[config.mk]
export PLATFORM = sky130hd
export DESIGN_NAME = line_timing_clock_select
export DESIGN_NICKNAME = d
export VERILOG_FILES = /design/src/include/line_timing_pkg.sv /design/src/line_timing_clock_select.sv
export SDC_FILE = /design/constraint.sdc
export NUM_CORES = 1
export LEC_CHECK = 0
export BUFFER_PORTS_ARGS = -buffer_cell sky130_fd_sc_hd__buf_2
export CORE_MARGIN = 3
export CORE_UTILIZATION = 52
export CTS_BUF_LIST = sky130_fd_sc_hd__clkbuf_4
export DETAILED_ROUTE_END_ITERATION = 10
export GPL_TIMING_DRIVEN = 0
export PLACE_DENSITY_LB_ADDON = 0.15
export SYNTH_ARGS = -nofsm -noshare
export SYNTH_HDL_FRONTEND = slang
export SYNTH_SLANG_ARGS = --single-unit
[constraint.sdc]
create_clock -name CLK -period 3.5 [get_ports CLK]
set_clock_uncertainty 0.05 [all_clocks]
set_input_delay 0.175 -clock CLK [delete_from_list [all_inputs] [get_ports CLK]]
set_output_delay 0.175 -clock CLK [all_outputs]
set_load 0.005 [all_outputs]
[src/include/line_timing_pkg.sv]
`default_nettype none
package line_timing_pkg;
    // APB register byte offsets
    localparam logic [7:0] CTRL_OFS = 8'h00;
    localparam logic [7:0] OVL_SEVEN_OFS = 8'h04;
    localparam logic [7:0] OVL_EIGHT_OFS = 8'h08;
    localparam logic [7:0] BYTE_SEVEN_OFS = 8'h0C;
    localparam logic [7:0] STATUS_OFS = 8'h10;
    localparam logic [7:0] TRIM_OFS = 8'h14;
    // Field positions
    localparam int CTRL_NT_BIT = 0;
    localparam int CTRL_MASTER_BIT = 1;
    localparam int CTRL_TXBAUD_BIT = 2;
    localparam int OVL_SEVEN_RATE_BIT = 4;
    localparam int OVL_EIGHT_FREF_OE_BIT = 4;
    localparam int BYTE_SEVEN_RATE_BIT = 2;
    // Reset values
    localparam logic [7:0] TRIM_RESET = 8'h80;
    // Clock and reference rates in Hz
    localparam longint CLK_HZ = 20000000;
    localparam longint REF_HZ = 8000;
    localparam longint BAUD_HZ = 80000;
    localparam longint DCL_512_HZ = 512000;
    localparam longint DCL_2048_HZ = 2048000;
    localparam longint DCL_2560_HZ = 2560000;
    // Timing counts derived from the rates
    localparam logic [11:0] REF_PERIOD = 12'(CLK_HZ / REF_HZ);
    localparam logic [11:0] BAUD_PERIOD = 12'(CLK_HZ / BAUD_HZ);
    localparam logic [3:0] BAUDS_PER_FRAME = 4'(BAUD_HZ / REF_HZ);
    localparam logic [11:0] LT_TOLERANCE = 12'h002;
    localparam logic [11:0] NT_TOLERANCE = 12'h001;
    localparam logic [3:0] LOCK_COUNT = 4'h8;
    // NCO increments for a 16-bit phase accumulator
    localparam logic [15:0] INC_512 = 16'((DCL_512_HZ * 65536) / CLK_HZ);
    localparam logic [15:0] INC_2048 = 16'((DCL_2048_HZ * 65536) / CLK_HZ);
    localparam logic [15:0] INC_2560 = 16'((DCL_2560_HZ * 65536) / CLK_HZ);

    typedef enum {ACQUIRE, LOCKED} lock_state_t;

    // Software configuration gathered from the register file
    typedef struct packed {
        logic network_termination_mode;
        logic gci_master;
        logic transmit_baud_clock;
        logic init_overlay_seven_rate;
        logic init_overlay_eight_fref_oe;
        logic byte_register_seven_rate;
    } cfg_t;
endpackage
`default_nettype wire

[src/line_timing_clock_select.sv]
// Contract
// RQ1 - LT: lock oscillator trim to 8 kHz reference
// RQ2 - NT: no reference, timing from line
// RQ3 - MCU NT: overlay-eight bit4 drives DCL out
// RQ4 - DCL rate from byte-seven b2, overlay-seven b4
// RQ5 - GCI: locked output unless transmit baud enabled; the code drives it in NT mode only, never in LT
// RQ6 - GCI NT: rate pin picks 512k/2.048M
// RQ7 - NT DCL synced, 512k/2.048M/2.56M
// RQ8 - NT buffered oscillator not a synced master
// RQ9 - NT locks to 80 kbaud line timing
// RQ10 - Rate pin high 2.048M, low 512k
// RQ11 - GCI master: no locked output, DCL instead
// RQ12 - Reference pin input until output enabled
//
// Decided for this implementation: register access over APB and the register offsets.
`default_nettype none
module line_timing_clock_select
    import line_timing_pkg::*;
(
    // Clock and reset
    input wire logic CLK,
    input wire logic RST_B,
    // APB slave
    input wire logic PSEL,
    input wire logic PENABLE,
    input wire logic PWRITE,
    input wire logic [7:0] PADDR,
    input wire logic [31:0] PWDATA,
    output logic [31:0] PRDATA,
    output logic PREADY,
    output logic PSLVERR,
    // Pins
    input wire logic HOST_IF_SEL,
    input wire logic RATE_SELECT_PIN,
    input wire logic LINE_BAUD_STROBE,
    input wire logic FREQ_REF_IN,
    output logic FREQ_REF_OUT,
    output logic FREQ_REF_OE,
    output logic DCL_OUT,
    output logic LOCKED_FREQ_OUT,
    output logic OSC_TRIM_UP,
    output logic [7:0] OSC_TRIM
);
    cfg_t cfg_q;
    logic [2:0] ref_sync_q, baud_sync_q;
    logic [1:0] rate_sync_q, host_sync_q;
    logic [11:0] period_q, period_d;
    logic [3:0] good_q, good_d, baud_cnt_q, baud_cnt_d;
    logic [7:0] trim_q, trim_d;
    logic [15:0] acc_q, acc_d, inc;
    logic [31:0] rdata;
    lock_state_t lock_q, lock_d;
    logic pready_q, pslverr_q, dcl_q, locked_out_q, fref_out_q, fref_oe_q, trim_up_q;
    logic [31:0] prdata_q;

    // Two-flop synchronisers; edge stages reset high so a high pin gives no false edge
    always_ff @(posedge CLK) begin
        if (!RST_B) begin
            ref_sync_q <= 3'h7;
            baud_sync_q <= 3'h7;
            rate_sync_q <= 2'h0;
            host_sync_q <= 2'h0;
        end else begin
            ref_sync_q <= {ref_sync_q[1:0], FREQ_REF_IN};
            baud_sync_q <= {baud_sync_q[1:0], LINE_BAUD_STROBE};
            rate_sync_q <= {rate_sync_q[0], RATE_SELECT_PIN};
            host_sync_q <= {host_sync_q[0], HOST_IF_SEL};
        end
    end

    // Mode decoding
    wire nt = cfg_q.network_termination_mode;
    wire mcu_mode = host_sync_q[1];
    wire ref_rise = ref_sync_q[1] & ~ref_sync_q[2];
    wire baud_rise = baud_sync_q[1] & ~baud_sync_q[2];
    wire fref_driving = mcu_mode & nt & cfg_q.init_overlay_eight_fref_oe; // see RQ3 see RQ12
    // Reference pin is ignored while it is being driven by us
    wire ref_edge = nt ? baud_rise : (ref_rise & ~fref_driving); // see RQ1 see RQ2
    wire [11:0] nominal = nt ? BAUD_PERIOD : REF_PERIOD; // see RQ9
    wire [11:0] tol = nt ? NT_TOLERANCE : LT_TOLERANCE;
    wire period_slow = period_q > (nominal + tol);
    wire period_fast = period_q < (nominal - tol);
    wire period_ok = ~period_slow & ~period_fast;
    wire timeout = period_q == 12'hFFF;

    // Rate choice: MCU from register bits, GCI from the pin
    wire [1:0] mcu_rate = {cfg_q.byte_register_seven_rate, cfg_q.init_overlay_seven_rate};
    always_comb begin
        if (!mcu_mode) begin
            inc = rate_sync_q[1] ? INC_2048 : INC_512; // see RQ6 see RQ10
        end else begin
            case (mcu_rate) // see RQ4 see RQ7
                2'b00: inc = INC_512;
                2'b10: inc = INC_2048;
                default: inc = INC_2560;
            endcase
        end
    end

    // Period measurement and lock tracking
    always_comb begin
        period_d = timeout ? period_q : period_q + 12'h001;
        good_d = good_q;
        lock_d = lock_q;
        trim_d = trim_q;
        if (timeout) begin
            lock_d = ACQUIRE;
            good_d = 4'h0;
        end
        if (ref_edge) begin
            period_d = 12'h001;
            // A long period means our clock is fast: pull the oscillator down
            if (period_slow && trim_q != 8'h00) begin
                trim_d = trim_q - 8'h01; // see RQ1
            end else if (period_fast && trim_q != 8'hFF) begin
                trim_d = trim_q + 8'h01;
            end
            case (lock_q)
                ACQUIRE: begin
                    good_d = period_ok ? good_q + 4'h1 : 4'h0;
                    if (period_ok && good_q == LOCK_COUNT - 4'h1) begin
                        lock_d = LOCKED; // see RQ9
                    end
                end
                LOCKED: begin
                    if (!period_ok) begin
                        lock_d = ACQUIRE;
                        good_d = 4'h0;
                    end
                end
                default: lock_d = ACQUIRE;
            endcase
        end
    end

    // Frame position: ten bauds make one 8 kHz frame
    always_comb begin
        baud_cnt_d = baud_cnt_q;
        if (nt && baud_rise) begin
            baud_cnt_d = (baud_cnt_q == BAUDS_PER_FRAME - 4'h1) ? 4'h0 : baud_cnt_q + 4'h1;
        end
    end
    // Restart the NCO on each frame boundary so DCL follows line timing
    wire frame_sync = nt ? (baud_rise && baud_cnt_q == BAUDS_PER_FRAME - 4'h1) : ref_edge;
    assign acc_d = frame_sync ? 16'h0000 : acc_q + inc; // see RQ7

    always_ff @(posedge CLK) begin
        if (!RST_B) begin
            period_q <= 12'h000;
            good_q <= 4'h0;
            lock_q <= ACQUIRE;
            trim_q <= TRIM_RESET;
            baud_cnt_q <= 4'h0;
            acc_q <= 16'h0000;
        end else begin
            period_q <= period_d;
            good_q <= good_d;
            lock_q <= lock_d;
            trim_q <= trim_d;
            baud_cnt_q <= baud_cnt_d;
            acc_q <= acc_d;
        end
    end

    // Clock pin steering
    wire dcl_next = acc_d[15];
    wire gci_slave_out = ~mcu_mode & nt & ~cfg_q.gci_master & ~cfg_q.transmit_baud_clock;
    always_ff @(posedge CLK) begin
        if (!RST_B) begin
            dcl_q <= 1'b0;
            locked_out_q <= 1'b0;
            fref_out_q <= 1'b0;
            fref_oe_q <= 1'b0;
            trim_up_q <= 1'b0;
        end else begin
            dcl_q <= dcl_next;
            locked_out_q <= gci_slave_out & dcl_next; // see RQ5 see RQ11
            fref_out_q <= fref_driving & dcl_next; // see RQ3
            fref_oe_q <= fref_driving; // see RQ12
            trim_up_q <= ref_edge & period_fast & (trim_q != 8'hFF); // No pulse at the ceiling
        end
    end

    // Register read mux
    wire [7:0] status = {4'h0, fref_driving, mcu_mode, nt, lock_q == LOCKED};
    always_comb begin
        case (PADDR)
            CTRL_OFS: rdata = {29'h0, cfg_q.transmit_baud_clock, cfg_q.gci_master, nt};
            OVL_SEVEN_OFS: rdata = {27'h0, cfg_q.init_overlay_seven_rate, 4'h0};
            OVL_EIGHT_OFS: rdata = {27'h0, cfg_q.init_overlay_eight_fref_oe, 4'h0};
            BYTE_SEVEN_OFS: rdata = {29'h0, cfg_q.byte_register_seven_rate, 2'h0};
            STATUS_OFS: rdata = {24'h0, status};
            TRIM_OFS: rdata = {24'h0, trim_q};
            default: rdata = 32'h0000_0000;
        endcase
    end
    wire mapped = PADDR == CTRL_OFS || PADDR == OVL_SEVEN_OFS || PADDR == OVL_EIGHT_OFS ||
                  PADDR == BYTE_SEVEN_OFS || PADDR == STATUS_OFS || PADDR == TRIM_OFS;
    // One wait state so every bus output leaves a flop
    wire access = PSEL & PENABLE & ~pready_q;
    wire wr_done = PSEL & PENABLE & pready_q & PWRITE;

    always_ff @(posedge CLK) begin
        if (!RST_B) begin
            pready_q <= 1'b0;
            pslverr_q <= 1'b0;
            prdata_q <= 32'h0000_0000;
        end else begin
            pready_q <= access;
            pslverr_q <= access & ~mapped;
            prdata_q <= (access & ~PWRITE) ? rdata : 32'h0000_0000;
        end
    end

    // Configuration writes
    always_ff @(posedge CLK) begin
        if (!RST_B) begin
            cfg_q <= '0;
        end else if (wr_done) begin
            if (PADDR == CTRL_OFS) begin
                cfg_q.network_termination_mode <= PWDATA[CTRL_NT_BIT];
                cfg_q.gci_master <= PWDATA[CTRL_MASTER_BIT];
                cfg_q.transmit_baud_clock <= PWDATA[CTRL_TXBAUD_BIT];
            end
            if (PADDR == OVL_SEVEN_OFS) begin
                cfg_q.init_overlay_seven_rate <= PWDATA[OVL_SEVEN_RATE_BIT];
            end
            if (PADDR == OVL_EIGHT_OFS) begin
                cfg_q.init_overlay_eight_fref_oe <= PWDATA[OVL_EIGHT_FREF_OE_BIT];
            end
            if (PADDR == BYTE_SEVEN_OFS) begin
                cfg_q.byte_register_seven_rate <= PWDATA[BYTE_SEVEN_RATE_BIT];
            end
        end
    end

    // Outputs straight from flops
    assign PRDATA = prdata_q;
    assign PREADY = pready_q;
    assign PSLVERR = pslverr_q;
    assign FREQ_REF_OUT = fref_out_q;
    assign FREQ_REF_OE = fref_oe_q;
    assign DCL_OUT = dcl_q;
    assign LOCKED_FREQ_OUT = locked_out_q;
    assign OSC_TRIM_UP = trim_up_q;
    assign OSC_TRIM = trim_q;
endmodule // line_timing_clock_select
`default_nettype wire

# [Yosys cells after proc, flatten, opt, wreduce, memory -nomap -nowiden]
# Index checks and enable logic that the tools add are counted.
[totals] register_bits=130 inputBits=49 output_inout_bits=47 elab_cells=126
[classes] add_sub_neg=8 order_cmp=2 eq_ne=13 mux=24 n_bitwise=31 n_reduce_logical=23
[ops] op="32-bit two-way mux" n=4
[ops] op="32-bit one-hot mux with 2 select lines" n=1
[ops] op="8-bit one-hot mux with 6 select lines" n=1
[ops] op="32-bit by 1-bit == test with 1-bit output, second input constant" n=1
[ops] op="32-bit by 2-bit == test with 1-bit output, second input constant" n=1
[ops] op="32-bit zero test" n=1
[ops] op="14-bit one-hot mux with 2 select lines" n=1
[ops] op="4-bit two-way mux" n=5
[ops] op="1-bit bitwise AND" n=19
[ops] op="16-bit adder" n=1
[ops] op="8-bit by 4-bit == test with 1-bit output, second input constant" n=2
[ops] op="8-bit by 5-bit == test with 1-bit output, second input constant" n=2
[ops] op="16-bit two-way mux" n=1
[ops] op="8-bit two-way mux" n=2
[ops] op="14-bit two-way mux" n=1
[ops] op="13-bit two-way mux" n=1
[ops] op="12-bit by 1-bit adder with 12-bit output, second input constant" n=1
[ops] op="12-bit by 2-bit adder with 12-bit output" n=1
[ops] op="12-bit == test, second input constant" n=1
[ops] op="12-bit greater-than comparator" n=1
[ops] op="12-bit < comparator" n=1
[ops] op="12-bit two-way mux" n=1
[ops] op="1-bit inverter" n=12
[ops] op="2-bit AND reduction" n=6
[ops] op="20 further kinds" n=33

# [Longest topological paths before layout]
[logic_depth] ltp_word=9 mapped_depth=14

# [Least setup slack after synthesis]
# OpenSTA, ideal clock, no wires.
[synth_path] path_kind="register -> register" from="register cfg_q, in the netlist nt" to="register trim_q[7], in the netlist OSC_TRIM[7]" t_arrival_ns=3.175 required_ns=3.323 path_slack_ns=0.148 path_stages_with_launch=15 path_buffers=0 path_cell_list="dfxtp_1 -> inv_1 -> ha_1 -> nand2_1 -> or4_1 -> o211a_2 -> nand2_1 -> inv_1 -> ha_1 -> a21oi_1 -> o211ai_1 -> o41a_1 -> and3_2 -> o31ai_1 -> nand3b_1"
[synth_via] elab_chain_cells=6 elab_cells_between_ends=16 classes_between="2 x add/sub; 2 x order compare; 4 x mux; 4 x bitwise; 4 x reduce/logical"
[synth_rtl] item="start, declared" line="line_timing_clock_select.sv:44" rtl="cfg_t cfg_q;"
[synth_rtl] item="2-bit two-way mux (tied with other cells)" line="line_timing_clock_select.sv:80" rtl="wire [11:0] tol = nt ? NT_TOLERANCE : LT_TOLERANCE;"
[synth_rtl] item="12-bit by 2-bit adder with 12-bit output (tied with other cells)" line="line_timing_clock_select.sv:81" rtl="wire period_slow = period_q > (nominal + tol);"
[synth_rtl] item="12-bit greater-than comparator (tied with other cells)" line="line_timing_clock_select.sv:81"
[synth_rtl] item="1-bit logical AND (tied with other cells)" line="line_timing_clock_select.sv:113" rtl="if (period_slow && trim_q != 8'h00) begin"
[synth_rtl] item="2-bit nonzero test (no line) or 1-bit two-way mux (tied branches)"
[synth_rtl] item="2-bit AND reduction (no line)"
[synth_rtl] item="end signal, assigned" line="line_timing_clock_select.sv:159" rtl="trim_q <= trim_d;"
[synth_rtl] item="end, declared" line="line_timing_clock_select.sv:49" rtl="logic [7:0] trim_q, trim_d;"
# Several ways; a longest one is shown, not always the timed one.
# A chain may end at the register's enable or synchronous reset.

# [Final worst setup path]
# Same ends and word-level chain as after synthesis.

==> results.sh <==
export IMPL_fin_setup_tns_ns=0
export IMPL_wirelength_um=10700
export IMPL_ys_seq_area_share_pct=41.5
export IMPL_ys_types=64
export IMPL_pwr_share_comb_pct=14.7
export IMPL_power_mw=2.21
export IMPL_dr_pass1_iters=4
export IMPL_layoutNonFillerInstCount=790
export IMPL_hold_worst_slack_ns=0.0403
export IMPL_grt_pass1_wl_um=17900
export IMPL_synth_area_leaders="dfxtp_1 41%, ha_1 6.8%, and2_1 5.5%, buf_4 3.5%, nor2_1 3.4%"
export IMPL_timing_rr_start="nt$_SDFFE_PN0P_"
export IMPL_gp_congestion=0.882
export IMPL_synth_area_sq_um=5120
export IMPL_cts_buffers=9
export IMPL_wl_per_cell_um=13.5
export IMPL_p_sw_uw=580
export IMPL_post_drt_via_cell_ratio=5.28
export IMPL_htreeDepth=3
export IMPL_netlist_area_leader_share_pct=41.5
export IMPL_hold_viol_final=0
export IMPL_gr_total_overflow=0
export IMPL_fp_dieArea_sq_um=11100
export IMPL_path_clk_slew_ns=0.15
export IMPL_setup_viol=0
export IMPL_grt_use_met1_pct=25.7
export IMPL_clock_latency_ns=0.44
export IMPL_synth_edf_count=0
export IMPL_ant_nets=0
export IMPL_multi_input_area_sq_um=2920
export IMPL_final_max_slew_violation_count=0
export IMPL_grt_busiest_layer="met2"
export IMPL_diodes=0
export IMPL_seqPwrFrac_pct=57.7
export IMPL_cts_sinks=106
export IMPL_netSwitchingFraction_pct=26.2
export IMPL_grt_use_met3_pct=2.96
export IMPL_path_max_fanout=6
export IMPL_drv_cap=0
export IMPL_die_h_um=105
export IMPL_via_count=4169
export IMPL_pwr_share_clk_pct=27.6
export IMPL_n_fill_cell=822
export IMPL_grt_pass1_vias=4004
export IMPL_async_flop_share_pct=0
export IMPL_max_slew_margin_pct=33.2
export IMPL_startpoint_type="flop"
export IMPL_grt_use_total_pct=19.5
export IMPL_dp_cells=762
export IMPL_drive_gt1_share_pct=16.9
export IMPL_worst_ep_required_time_ns=3.78
export IMPL_r2r_cells=13
export IMPL_ys_seq_elements=106
export IMPL_cts_path_max_buffers=2
export IMPL_yosysWarnings=0
export IMPL_syn_inst=567
export IMPL_yosysTopAreaCell="dfxtp_1"
export IMPL_hold_path_depth=3
export IMPL_end_kind="flop"
export IMPL_rr_endpoint="OSC_TRIM[7]$_SDFFE_PN1P_"
export IMPL_avgSynthCellArea_sq_um=9.03
export IMPL_io_buffers=43
export IMPL_layout_area_seq_sq_um=2130
export IMPL_dpl_hpwl_um=7880
export IMPL_clock_root_buffer="clkbuf_4"
export IMPL_cts_tree="done"
export IMPL_ff2ff_setup_slack_ns=0.14
export IMPL_whs_endpoint="PRDATA[3]$_SDFF_PN0_"
export IMPL_synthFlopType="dfxtp_1"
export IMPL_powerDensity_nw_per_um2=369
export IMPL_pin_count=96
export IMPL_die_x_um=105
export IMPL_critical_path_class="flop to flop"
export IMPL_leakagePower_nw=2.58
export IMPL_layout_min_cycle_time_ns=3.36
export IMPL_initial_utilization_pct=54.4
export IMPL_hp_start="PADDR[4]"
export IMPL_place_area_sq_um=5580
export IMPL_area_growth_syn_to_layout_pct=17.1
export IMPL_met2_usage_pct=32.4
export IMPL_antenna_found_initial=0
export IMPL_hold_path_class="input pin to flop"
export IMPL_fmax_ghz=0.298
export IMPL_drt_initial_drc_count=139
export IMPL_rows=35
export IMPL_tightest_slew_ns=0.990
export IMPL_grt_max_degree=17
export IMPL_drc=0
export IMPL_peakVddDrop_mv=0.211
export IMPL_stdcell_area_sq_um=5990
export IMPL_crit_arrival_ns=3.64
export IMPL_final_period_utilization_pct=95.9
export IMPL_status="finished, final reports clean"
export IMPL_power_internal_mw=1.63
export IMPL_fin_nets=735
export IMPL_coreArea_sq_um=9420
==> timing repair <==
action / 4_1_cts / 5_1_grt
hold buffers: 10 / 0
resized for setup: 3 / 21
setup buffers: 2 / 0
pin swaps: 0 / 3
hold endpoints to repair: 12 / 0
endpoints found under the setup margin: 2 / 2
==> layout by cell type, fill, tap and decap left out, types with 3 or more instances in the layout <==
cell | netlist | final
nor2_1 | 46 | 46
nand4_1 | 7 | 7
buf_4 | 24 | 25
a21oi_1 | 30 | 29
dlygate4sd3_1 | 0 | 10
o21ai_0 | 14 | 14
o211ai_1 | 5 | 5
nor4_1 | 16 | 16
nand2b_1 | 13 | 13
clkbuf_4 | 0 | 11
xnor2_1 | 9 | 9
and4b_1 | 3 | 3
and2_1 | 45 | 45
a31oi_1 | 3 | 3
dfxtp_1 | 106 | 105
ha_1 | 28 | 19
mux2i_1 | 9 | 9
inv_1 | 19 | 17
nand3b_1 | 6 | 6
and3_1 | 10 | 10
o21a_1 | 7 | 7
buf_2 | 2 | 45
clkbuf_1 | 13 | 13
a211oi_1 | 3 | 3
nor3_1 | 14 | 14
conb_1 | 1 | 24
nand2_1 | 37 | 35
xor2_1 | 15 | 15
ha_4 | 0 | 9
nand3_1 | 21 | 21
nand4b_1 | 3 | 3
a21o_1 | 7 | 7
nor2b_1 | 8 | 8
==> per-stage QoR <==
stage | setup WS (ns) | utilization [%]
floorplan | 0.148 | -
global placement | -0.317 | 59.3
detailed placement | -0.354 | 59.3
CTS | 0.0247 | 62.0
global route | -0.0258 | 63.6
finish | 0.143 | 63.6
==> critical path: stages (launching register included) <==
cell and delay, ns:
dfxtp_4 0.42, ha_4 0.29, nand4bb_4 0.12, or4_4 0.52, o211a_4 0.19, nand2_4 0.08, inv_4 0.07, ha_1 0.29
a21oi_2 0.14, o211ai_1 0.12, o41a_1 0.42, and3_4 0.20, o31ai_2 0.23, nand3b_1 0.10
==> synth_stat cells (all sizes together), types with 15 or more instances <==
| cell | n |
|---|---|
| dfxtp | 106 |
| and2 | 46 |
| nor2 | 46 |
| nand2 | 37 |
| a21oi | 30 |
| ha | 28 |
| buf | 26 |
| nand3 | 21 |
| inv | 19 |
| nor4 | 16 |
| xor2 | 15 |
==> layout make-up <==
cell class / instances / area share (%)
Sequential cell: 106 / 35.5
Timing Repair Buffer: 55 / 5.58
Clock inverter: 5 / 0.919
Clock buffer: 11 / 1.38
Multi-Input combinational cell: 426 / 48.7
Tap cell: 129 / 2.69
Inverter: 19 / 1.27
Buffer: 39 / 3.99
==> metal layers <==
layer	part of all wire (%)	routed length [um]
met1	48	5080
met2	47	5020
met3	3.9	420
met4	1.3	140
met5	0	0
==> state kept, by name, indices dropped and copies added, names as in the netlist, 2 cells and up <==
register,cells
cfg_q,5
acc_q,16
PRDATA,8
ref_sync_q,3
OSC_TRIM,8
good_q,4
lock_q,32
baud_sync_q,3
period_q,12
host_sync_q,2
rate_sync_q,2
baud_cnt_q,4
==> logic make-up after synthesis <==
kind of cell	Yosys count	share of synthesized area, %
simple gates	243	26.1
buf+inv	58	6.06
compound gates	96	12.8
xor+xnor	24	4.11
other cells	1	0.0733
mux	9	1.76
flops	106	41.5
fa+ha+maj	30	7.63
==> how the worst max path moves through the flow <==
stage,startpoint,endpoint,slack [ns],depth (start not counted)
CTS,nt$_SDFFE_PN0P_,OSC_TRIM[7]$_SDFFE_PN1P_,0.02,14
global placement,nt$_SDFFE_PN0P_,OSC_TRIM[7]$_SDFFE_PN1P_,-0.32,14
floorplan,nt$_SDFFE_PN0P_,OSC_TRIM[7]$_SDFFE_PN1P_,0.15,14
global route,nt$_SDFFE_PN0P_,OSC_TRIM[7]$_SDFFE_PN1P_,-0.03,13
detailed placement,nt$_SDFFE_PN0P_,OSC_TRIM[7]$_SDFFE_PN1P_,-0.35,14
finish,nt$_SDFFE_PN0P_,OSC_TRIM[7]$_SDFFE_PN1P_,0.14,13
==> power by group through the flow <==
stage	Combinational [mW]	Sequential [mW]	Clock [mW]
after global placement	0.301	1.30	0
final	0.325	1.28	0.610
after detailed placement	0.312	1.30	0
after floorplan	0.244	1.30	0
after CTS	0.323	1.28	0.636
after global routing	0.370	1.28	0.684
(Power assumes the default switching activity.)
